**src/core/ppn_consts.vh**
```
// Command codes, reset values, field layouts and copy engine geometry of the command-register block.
`ifndef PPN_CONSTS_VH
`define PPN_CONSTS_VH

// Command codes on the management bus.
`define PPN_CMD_OPERATION      8'h01
`define PPN_CMD_ON_OFF_CONFIG  8'h02
`define PPN_CMD_PHASE_SELECT   8'h04
`define PPN_CMD_WRITE_GUARD    8'h10
`define PPN_CMD_SAVE_TO_NVM    8'h15
`define PPN_CMD_LOAD_FROM_NVM  8'h16
`define PPN_CMD_FEATURE_SUMM   8'h19
`define PPN_CMD_VOUT_COMMAND   8'h21

// Phase selection values.
`define PPN_PHASE_RESET        8'hff
`define PPN_PHASE_MAX          8'h03

// Write guard encodings.
`define PPN_WG_OPEN            8'h00
`define PPN_WG_OP_CFG_VOUT     8'h20
`define PPN_WG_OP_ONLY         8'h40
`define PPN_WG_LOCKED          8'h80
`define PPN_WG_RESET           8'h00

// Feature summary fields.
`define PPN_FS_PEC             1'b1
`define PPN_FS_SPEED           2'b10
`define PPN_FS_ALERT           1'b1
`define PPN_FS_FORMAT          1'b0
`define PPN_FS_AVSBUS          1'b0

// Copy engine geometry.
`define PPN_MEM_AW             6
`define PPN_MEM_LAST           6'h3f
`define PPN_NUM_STRAP          4

`endif

```
**src/core/ppn_guard_check.v**
```verilog
// Write guard decode: whether a command may be written under the present guard value.
`timescale 1ns/1ns
`include "ppn_consts.vh"

module ppn_guard_check (
  // Guard setting and addressed command.
  input  wire [7:0] guard_val,
  input  wire [7:0] cmd_code,
  // Decision.
  output reg        write_ok,
  output wire       guard_val_valid
);

  // Only the four listed encodings are legal guard values.
  assign guard_val_valid = (guard_val == `PPN_WG_OPEN) || (guard_val == `PPN_WG_OP_CFG_VOUT) ||
                           (guard_val == `PPN_WG_OP_ONLY) || (guard_val == `PPN_WG_LOCKED);

  // Allowed-command set shrinks as the guard value rises.
  always @* begin
    write_ok = 1'b0;
    case (guard_val)
      `PPN_WG_OPEN: write_ok = 1'b1;
      `PPN_WG_OP_CFG_VOUT: write_ok = (cmd_code == `PPN_CMD_WRITE_GUARD) ||
                                    (cmd_code == `PPN_CMD_OPERATION) ||
                                    (cmd_code == `PPN_CMD_ON_OFF_CONFIG) ||
                                    (cmd_code == `PPN_CMD_SAVE_TO_NVM) ||
                                    (cmd_code == `PPN_CMD_VOUT_COMMAND);
      `PPN_WG_OP_ONLY: write_ok = (cmd_code == `PPN_CMD_WRITE_GUARD) ||
                                (cmd_code == `PPN_CMD_OPERATION) ||
                                (cmd_code == `PPN_CMD_SAVE_TO_NVM);
      `PPN_WG_LOCKED: write_ok = (cmd_code == `PPN_CMD_WRITE_GUARD) ||
                               (cmd_code == `PPN_CMD_SAVE_TO_NVM);
      default: write_ok = 1'b0;
    endcase
  end

endmodule

```
**src/core/ppn_copy_engine.v**
```verilog
// Sequencer that walks memory locations for save, restore and strap override.
`timescale 1ns/1ns
`include "ppn_consts.vh"

module ppn_copy_engine (
  // Clock and reset.
  input  wire                   core_clk,
  input  wire                   nrst,
  // Start strobes.
  input  wire                   start_save,
  input  wire                   start_load,
  // Location map and override selection.
  input  wire                   loc_in_user,
  input  wire                   loc_in_oper,
  input  wire [`PPN_NUM_STRAP-1:0] strap_value_override_select,
  // Walk outputs.
  output reg  [`PPN_MEM_AW-1:0] addr_q,
  output reg                    save_we_q,
  output reg                    load_we_q,
  output reg                    strap_we_q,
  output reg  [1:0]             strap_idx_q,
  output reg                    reg_off_q,
  output wire                   busy
);

  localparam S_IDLE  = 4'b0001;
  localparam S_SAVE  = 4'b0010;
  localparam S_LOAD  = 4'b0100;
  localparam S_STRAP = 4'b1000;

  reg [3:0] state_q;

  assign busy = (state_q != S_IDLE);

  // Walk every location; one write strobe per mapped location.
  always @(posedge core_clk) begin
    if (!nrst) begin
      state_q     <= S_IDLE;
      addr_q      <= {`PPN_MEM_AW{1'b0}};
      save_we_q   <= 1'b0;
      load_we_q   <= 1'b0;
      strap_we_q  <= 1'b0;
      strap_idx_q <= 2'b00;
      reg_off_q   <= 1'b0;
    end else begin
      save_we_q  <= 1'b0;
      load_we_q  <= 1'b0;
      strap_we_q <= 1'b0;
      case (state_q)
        S_IDLE: begin
          addr_q      <= {`PPN_MEM_AW{1'b0}};
          strap_idx_q <= 2'b00;
          // Regulation is dropped only when a restore starts.
          reg_off_q   <= !start_save && start_load;
          if (start_save) begin
            state_q <= S_SAVE;
          end else if (start_load) begin
            state_q <= S_LOAD;
          end
        end
        S_SAVE: begin
          save_we_q <= loc_in_oper && loc_in_user;
          addr_q    <= addr_q + 1'b1;
          if (addr_q == `PPN_MEM_LAST) begin
            state_q <= S_IDLE;
          end
        end
        S_LOAD: begin
          load_we_q <= loc_in_oper && loc_in_user;
          addr_q    <= addr_q + 1'b1;
          if (addr_q == `PPN_MEM_LAST) begin
            state_q <= S_STRAP;
          end
        end
        S_STRAP: begin
          strap_we_q  <= strap_value_override_select[strap_idx_q];
          strap_idx_q <= strap_idx_q + 1'b1;
          // Regulation stays off while the last override strobe still stands.
          if (strap_idx_q == 2'b11) begin
            state_q <= S_IDLE;
          end
        end
        default: state_q <= S_IDLE;
      endcase
    end
  end

endmodule

```
**src/core/ppn_cmd_regs.v**
```verilog
// Command-register bank: phase select, write guard, NVM save/restore and feature summary.
`timescale 1ns/1ns
`include "ppn_consts.vh"

//Contract
// Phase values 00h-03h pick phases one-four.
// Phase 04h-FEh or unsupported: invalid, flagged.
// Phase resets FFh meaning all phases.
// Latest phase selection persists for later commands.
// Guard 00h allows every write.
// Guard 20h: guard, operation, config, save, vout.
// Guard 40h: guard, operation, save only.
// Guard 80h: guard and save only.
// Other guard values: invalid, flagged.
// Reads always return parameters regardless of guard; reads arriving while a copy walk runs are dropped unanswered.
// Save command copies operating memory to NVM.
// Save skips locations without user-store match.
// Save not blocked while regulating; commands dropped.
// Host stops regulation, waits 100 ms.
// Host saves only with phase FFh.
// Restore disables operation, loads user store.
// Restore then applies strap overrides selected.
// Restore skips locations without operating match.
// Host restores only with phase FFh.
// Feature summary byte is read-only, fixed.
// Rejected writes leave register unchanged.
module ppn_cmd_regs (
  // Clock and reset.
  input  wire                      core_clk,
  input  wire                      nrst,
  // Command port from the bus protocol engine.
  input  wire                      cmd_wr,
  input  wire                      cmd_rd,
  input  wire [7:0]                cmd_code,
  input  wire [7:0]                cmd_wdata,
  output reg  [7:0]                cmd_rdata_q,
  output reg                       cmd_rvalid_q,
  output reg                       cmd_invalid_q,
  output reg                       cmd_denied_q,
  output wire                      cmd_busy,
  // Phase configuration.
  input  wire [2:0]                phase_count,
  output wire [7:0]                phase_sel,
  output wire                      phase_all,
  // Memory location map and strap inputs.
  input  wire                      loc_in_user,
  input  wire                      loc_in_oper,
  input  wire [`PPN_NUM_STRAP-1:0] strap_value_override_select,
  // Copy strobes toward operating memory and NVM.
  output wire [`PPN_MEM_AW-1:0]    mem_addr,
  output wire                      nvm_save_we,
  output wire                      oper_load_we,
  output wire                      oper_strap_we,
  output wire [1:0]                strap_idx,
  output wire                      regulation_off
);

  reg  [7:0] phase_q;
  reg  [7:0] guard_q;
  wire       write_ok;
  wire       guard_ok;
  wire       phase_ok;
  wire       start_save;
  wire       start_load;
  wire       eng_busy;
  wire [7:0] guard_cand;

  // Phase value is supported when at most 03h and below the configured phase count, or FFh.
  function phase_valid;
    input [7:0] val;
    input [2:0] count;
    begin
      phase_valid = (val == `PPN_PHASE_RESET) ||
                    ((val <= `PPN_PHASE_MAX) && (val < {5'b0_0000, count}));
    end
  endfunction

  assign phase_ok   = phase_valid(cmd_wdata, phase_count);
  assign phase_sel  = phase_q;
  assign phase_all  = (phase_q == `PPN_PHASE_RESET);
  assign guard_cand = (cmd_code == `PPN_CMD_WRITE_GUARD) ? cmd_wdata : guard_q;
  assign cmd_busy   = eng_busy;

  // Guard decode for the present command.
  ppn_guard_check u_guard (
    .guard_val       (guard_q),
    .cmd_code        (cmd_code),
    .write_ok        (write_ok),
    .guard_val_valid ()
  );

  // Legality of a new guard value being written.
  ppn_guard_check u_guard_new (
    .guard_val       (guard_cand),
    .cmd_code        (cmd_code),
    .write_ok        (),
    .guard_val_valid (guard_ok)
  );

  // Commands arriving while a copy runs are dropped.
  assign start_save = cmd_wr && !eng_busy && write_ok &&
                      (cmd_code == `PPN_CMD_SAVE_TO_NVM);
  assign start_load = cmd_wr && !eng_busy && write_ok &&
                      (cmd_code == `PPN_CMD_LOAD_FROM_NVM);

  ppn_copy_engine u_copy (
    .core_clk                    (core_clk),
    .nrst                        (nrst),
    .start_save                  (start_save),
    .start_load                  (start_load),
    .loc_in_user                 (loc_in_user),
    .loc_in_oper                 (loc_in_oper),
    .strap_value_override_select (strap_value_override_select),
    .addr_q                      (mem_addr),
    .save_we_q                   (nvm_save_we),
    .load_we_q                   (oper_load_we),
    .strap_we_q                  (oper_strap_we),
    .strap_idx_q                 (strap_idx),
    .reg_off_q                   (regulation_off),
    .busy                        (eng_busy)
  );

  // Register writes with guard and value checks; rejected writes keep state.
  always @(posedge core_clk) begin
    if (!nrst) begin
      phase_q       <= `PPN_PHASE_RESET;
      guard_q       <= `PPN_WG_RESET;
      cmd_invalid_q <= 1'b0;
      cmd_denied_q  <= 1'b0;
    end else begin
      cmd_invalid_q <= 1'b0;
      cmd_denied_q  <= 1'b0;
      if (cmd_wr && !eng_busy) begin
        if (!write_ok) begin
          cmd_denied_q <= 1'b1;
        end else begin
          case (cmd_code)
            `PPN_CMD_PHASE_SELECT: begin
              if (phase_ok) begin
                phase_q <= cmd_wdata;
              end else begin
                cmd_invalid_q <= 1'b1;
              end
            end
            `PPN_CMD_WRITE_GUARD: begin
              if (guard_ok) begin
                guard_q <= cmd_wdata;
              end else begin
                cmd_invalid_q <= 1'b1;
              end
            end
            `PPN_CMD_FEATURE_SUMM: cmd_invalid_q <= 1'b1;
            default: cmd_invalid_q <= 1'b0;
          endcase
        end
      end
    end
  end

  // Reads answer one cycle later, ignoring the guard.
  always @(posedge core_clk) begin
    if (!nrst) begin
      cmd_rdata_q  <= 8'h00;
      cmd_rvalid_q <= 1'b0;
    end else begin
      cmd_rvalid_q <= cmd_rd && !eng_busy;
      if (cmd_rd && !eng_busy) begin
        case (cmd_code)
          `PPN_CMD_PHASE_SELECT: cmd_rdata_q <= phase_q;
          `PPN_CMD_WRITE_GUARD:  cmd_rdata_q <= guard_q;
          `PPN_CMD_FEATURE_SUMM: cmd_rdata_q <= {`PPN_FS_PEC, `PPN_FS_SPEED, `PPN_FS_ALERT,
                                                 `PPN_FS_FORMAT, `PPN_FS_AVSBUS,
                                                 2'b00};
          default:               cmd_rdata_q <= 8'h00;
        endcase
      end
    end
  end

endmodule

```
**config.mk**
```make
export PLATFORM = sky130hd
export DESIGN_NAME = ppn_cmd_regs
export DESIGN_NICKNAME = d
export VERILOG_FILES = /design/src/core/ppn_guard_check.v /design/src/core/ppn_copy_engine.v /design/src/core/ppn_cmd_regs.v
export VERILOG_INCLUDE_DIRS = /design/src /design/src/core
export SDC_FILE = /design/constraint.sdc
export NUM_CORES = 1
export LEC_CHECK = 0
export BUFFER_PORTS_ARGS = -buffer_cell sky130_fd_sc_hd__buf_2
export CAP_MARGIN = 40
export CELL_PAD_IN_SITES_DETAIL_PLACEMENT = 0
export CELL_PAD_IN_SITES_GLOBAL_PLACEMENT = 1
export CORE_AREA = 2 2 91 93
export DETAILED_ROUTE_END_ITERATION = 16
export DIE_AREA = 0 0 93 95
export PLACE_DENSITY_LB_ADDON = 0.1
export SYNTH_ARGS = -nofsm -noshare
export SYNTH_HDL_FRONTEND = slang
export SYNTH_SLANG_ARGS = --single-unit
```
**constraint.sdc**
```tcl
create_clock -name core_clk -period 2.4 [get_ports core_clk]
set_clock_uncertainty 0.2 [all_clocks]
set_input_delay 0.12 -clock core_clk [delete_from_list [all_inputs] [get_ports core_clk]]
set_output_delay 0.12 -clock core_clk [all_outputs]
set_load 0.02 [all_outputs]
```
# Word level (Yosys, flattened, before mapping)
# Index checks and enable logic that the tools add are counted.
# word_totals
register_bits	43
word_cells	95
out_inout_bits	33
# op_classes
addsub	2
mux	17
n_eq_ne	27
reduce_logical	33
magnitude_cmp	3
# ops
op	n
8-bit by 5-bit == test with 1-bit output, second input constant	4
8-bit == test, second input constant	4
8-bit by 6-bit == test with 1-bit output, second input constant	3
8-bit one-hot mux with 3 select lines	1
4-bit two-way mux	5
8-bit by 7-bit == test with 1-bit output, second input constant	2
8-bit logical NOT	2
4-bit one-hot mux with 4 select lines	1
6-bit one-hot mux with 2 select lines	1
4-bit AND reduction	3
1-bit logical OR	10
8-bit by 1-bit == test with 1-bit output, second input constant	1
8-bit by 2-bit == test with 1-bit output, second input constant	1
8-bit by 3-bit == test with 1-bit output, second input constant	1
8-bit by 2-bit <= comparator with 1-bit output, second input constant	1
1-bit logical AND	8
8-bit by 3-bit < comparator with 1-bit output	1
8-bit two-way mux	1
2-bit AND reduction	4
6-bit by 1-bit adder with 6-bit output, second input constant	1
6-bit == test, second input constant	1
2-bit by 1-bit != test with 1-bit output, second input constant	3
4-bit by 1-bit == test with 1-bit output, second input constant	1
4-bit by 2-bit == test with 1-bit output, second input constant	1
other kinds (16)	21

# Depth between registers and ports, before layout
# logic_depth
ltp_word	11
mapped_depth	7
depth_no_buf	7

# Hierarchy
# From an unflattened synthesis, not the netlist that was laid out.
# unflattened
cells_unflattened	284
hier_area_um2	2544.9
# by_module_without_submodules
module	instances	seq_area_each_um2	area_per_inst_um2	cells_per_inst
ppn_cmd_regs	1	540.5	1402.6	146
ppn_copy_engine	1	320.3	849.6	98
ppn_guard_check	2	0.0	146.4	20

# Least setup slack after synthesis
# No wires, ideal clock.
# synth_timing
path_kind	register to register
start	register guard_q[1]
end	register u_copy.state_q[2]
path_slack_ps	336
stages_incl_launch_ff	6
t_required_ps	2083
setup_time_ps	117
period_less_slack_ps	2064
arrival_ps	1746
n_path_buf	0
path_cell_list	dfxtp_1 > or4_1 > nor4b_4 > a41o_1 > o21ai_1 > a32o_1
# synth_between
elab_chain_cells	6
# synth_rtl
element	line	rtl
start, declared	ppn_cmd_regs.v:59	reg [7:0] guard_q;
start signal, assigned	ppn_cmd_regs.v:127	guard_q <= `PPN_WG_RESET;
start signal, assigned	ppn_cmd_regs.v:147	guard_q <= cmd_wdata;
8-bit == test (no source line) (tied with other cells)	--	
1-bit one-hot mux with 4 select lines *	ppn_guard_check.v:21	case (guard_val)
1-bit logical AND *	ppn_cmd_regs.v:101, ppn_cmd_regs.v:103	
1-bit logical AND, on equally long branches	ppn_cmd_regs.v:103, ppn_cmd_regs.v:101	
3-bit by 1-bit != test with 1-bit output (no source line) / 4-bit two-way mux (equally long branches)	--	
4-bit AND reduction (no source line) / 4-bit one-hot mux with 4 select lines (equally long branches)	--	
end signal, assigned	ppn_copy_engine.v:72	state_q <= S_STRAP;
end signal, assigned	ppn_copy_engine.v:80	state_q <= S_IDLE;
end signal, assigned	ppn_copy_engine.v:83	default: state_q <= S_IDLE;
end, declared	ppn_copy_engine.v:31	reg [3:0] state_q;
# Every way passes the cells marked *; elsewhere a longest branch is shown, timed or not.
# A chain may end at the register's enable or synchronous reset.

# Worst setup path after layout
# Same ends and word-level chain as after synthesis.

==> reports/qor.txt <==
Status: finished clean
Sink Count: 43
P&R area growth vs syn: 28.8%
Post-synthesis sequential area ratio: 37.2%
Clock slew at reported path FFs: 80 ps
CP Buf/Inv Count: 0
Power Dens Cells: 482 nW/um^2
Slew of the pin with the lowest slew margin: 455 ps
Vias: 2190
Final min period: 2220 ps
Clk root buf: clkbuf_8
I/O Pins: 62
CP Max Fanout: 4
Fin. Hold Viols: 0
Global-route wire length before repair: 10.3 mm
H-tree depth: 2
Clock buffer count from CTS: 5
Synth cell types: 59
Pre-CTS setup slack: 159 ps
Crit path cell chain: or4_1 > nor4b_4 > a41o_1 > o21ai_1 > a32o_1
Final setup vio count: 0
VDD IR max: 0.257 mV
Setup slack, reg-to-reg: 180 ps
YS warnings: 0
CTS tree: yes
Max Fclk: 0.450 GHz
Critical path required time: 2390 ps
Final Net Count: 366
Port bufs: 61
Top_reg_cell synth: dfxtp_1
EDFF count, synth: 0
Average cell area after synthesis: 8.94 um^2
Core Region: 7930 um^2
CTS max path bufs: 2
Iter 0 DRT Violations: 73
Fraction of layout cells with a size suffix above 1: 28.4%
Final Power: 1.44 mW
Placed cells: 423
Worst Hold Depth: 4
Pin count of the biggest net entering global routing: 29
Initial cell density of the core: 29.2%
DIE WIDTH: 93 um
WL/cell: 14.1 um
R2R Path Start: guard_q[1]
DPL Wire Length: 4.69 mm
Die area: 8840 um^2
Final worst slack: 180 ps
Mapped cell area: 2310 um^2
Slew Limit Fails: 0
Commonest non-fill, non-tap cell in the layout: buf_2
Chip height: 95 um
Drt pass-1 iters: 6
Final WL: 6.19 mm
Total grt overflow: 0
Mapped Nets: 292
Gp weighted congestion: 0.772
Synthesis-stage register bit count: 43
CP max stage delay: 630 ps
RSZ-0062 raised after global routing: false
Slew HR: 69.7%
P_leak: 1.34 nW
CP Data Arrival Time: 2210 ps
Rows: 33
Max_cap viols: 0
Reg2Reg Depth: 5
Mapped Cells: 259
Worst Setup SP: guard_q[1]
Initial antenna violation count: 0
WHS Endpoint: u_copy.state_q[0]
Min-Delay Path Class: input port to register
Remaining antenna violation count: 0
Setup tns final: 0 ps
Crit. End Element: register
GR Util All Layers: 14.6%
Crit path max-delay family: simple AND/OR/NAND/NOR gates
Ys async rst share: 0%
Vias in the first global route: 2150
Diode count: 0
Crit start category: register
Final Cell Area: 2980 um^2
Worst r2r dst: u_copy.state_q[2]
Finished Layout Cells: 439
Most frequent cells in the layout: buf_2, dfxtp_1, nor2_1
Latest clock arrival within the worst-skew pair: 290 ps
Tcrit/Tclk final: 92.5%
Area of placed instances: 2780 um^2
Crit Path Category: register to register
Slowest stage cell, crit path: or4_1
Vias per cell: 4.99
Hold path startpoint: cmd_wr
# DRC: 0
-- cell type report --
type | count | area (um^2)
Clock inverter | 3 | 43.8
Inverter | 6 | 22.5
Fill cell | 869 | 4950
Tap cell | 105 | 131
Clock buffer | 5 | 68.8
Sequential cell | 43 | 861
Multi-Input combinational cell | 196 | 1380
Timing Repair Buffer | 81 | 475
-- worst register-to-register path: stages, from the launching register on --
cell and delay, ps:
dfxtp_1 330, or4_1 630, nor4b_4 430, a41o_1 260
o21ai_1 80, a32o_1 200
-- report_power, final --
group | internal, mW | total [mW] | switching [mW]
clock network | 0.310 | 0.572 | 0.261
logic | 0.0622 | 0.140 | 0.0774
registers | 0.721 | 0.725 | 0.00405
-- repair_timing --
| action | 4_1_cts | 5_1_grt |
|---|---|---|
| resized for setup | 0 | 1 |
| hold buffers | 8 | 0 |
| buffers inserted | 0 | 0 |
| hold endpoints to repair | 8 | 0 |
| endpoints found under the setup margin | 0 | 8 |
-- layer usage --
metal	vias to the layer above	GRT usage [%]	share of wire, %
li1	1108	-	-
met1	1033	17.8	45
met2	45	26.4	51
met3	4	2.87	3.5
met4	0	3.92	0.66
met5	-	0	0
-- kinds of logic (layout without fill, tap and decap cells) --
logic type	count (synthesis)	after routing	share of synthesized area, %
multiplexers	13	13	6.16
adder cells (fa/ha/maj)	6	6	3.03
XOR/XNOR	3	3	1.14
flip-flops	43	43	37.2
AO/OA/AOI/OAI	57	57	17.1
buffers and inverters	20	95	3.51
AND/OR/NAND/NOR	117	117	31.8
-- how the worst max path moves through the flow --
stage | endpoint | slack (ps) | cells past startpoint
after floorplan | u_copy.state_q[2] | 340 | 5
after global placement | phase_sel[4] | 170 | 6
after detailed placement | phase_sel[5] | 160 | 6
after CTS | phase_sel[7] | 150 | 5
after global routing | phase_sel[5] | 50 | 5
final | u_copy.state_q[2] | 180 | 5
-- flip-flops by register name (all words and copies together), names as in the netlist, 2 cells and up --
| signal | count |
|---|---|
| u_copy.addr_q | 6 |
| u_copy.strap_idx_q | 2 |
| phase_sel | 8 |
| u_copy.state_q | 4 |
| cmd_rdata_q | 8 |
| guard_q | 8 |
-- through the flow --
| step | util [%] | hold WS [ps] |
|---|---|---|
| 6_report | 37.6 | 23.1 |
| 5_1_grt | 37.6 | 26.1 |
| 4_1_cts | 37.5 | 15.7 |
| 3_5_place_dp | 35.1 | 203 |
| 3_3_place_gp | 35.1 | 195 |
| 2_1_floorplan | - | 72.5 |
-- cell usage after synthesis (2+ instances only) --
library cell,count,area [um^2]
dfxtp_1,43,861
nor2_1,19,71.3
a21oi_1,15,75.1
o21ai_0,14,70.1
mux2i_1,12,120
nor2b_1,12,75.1
and3_1,10,62.6
nand2_1,10,37.5
nor3_1,9,45.0
clkbuf_1,8,30.0
and2b_1,7,52.6
inv_1,6,22.5
nand3_1,6,30.0
nand4_1,6,37.5
nor3b_1,6,45.0
a221oi_1,5,43.8
and2_1,5,31.3
a22oi_1,4,30.0
ha_1,4,50.1
a21boi_1,3,22.5
buf_1,3,11.3
nand2b_1,3,18.8
nor4_1,3,18.8
a31oi_1,2,12.5
buf_2,2,10.0
maj3_1,2,20.0
nand3b_1,2,15.0
nor4b_1,2,17.5
nor4bb_1,2,20.0
o211ai_1,2,15.0
or2_2,2,12.5
or4_1,2,15.0
xor2_1,2,17.5
(Power assumes the default switching activity.)
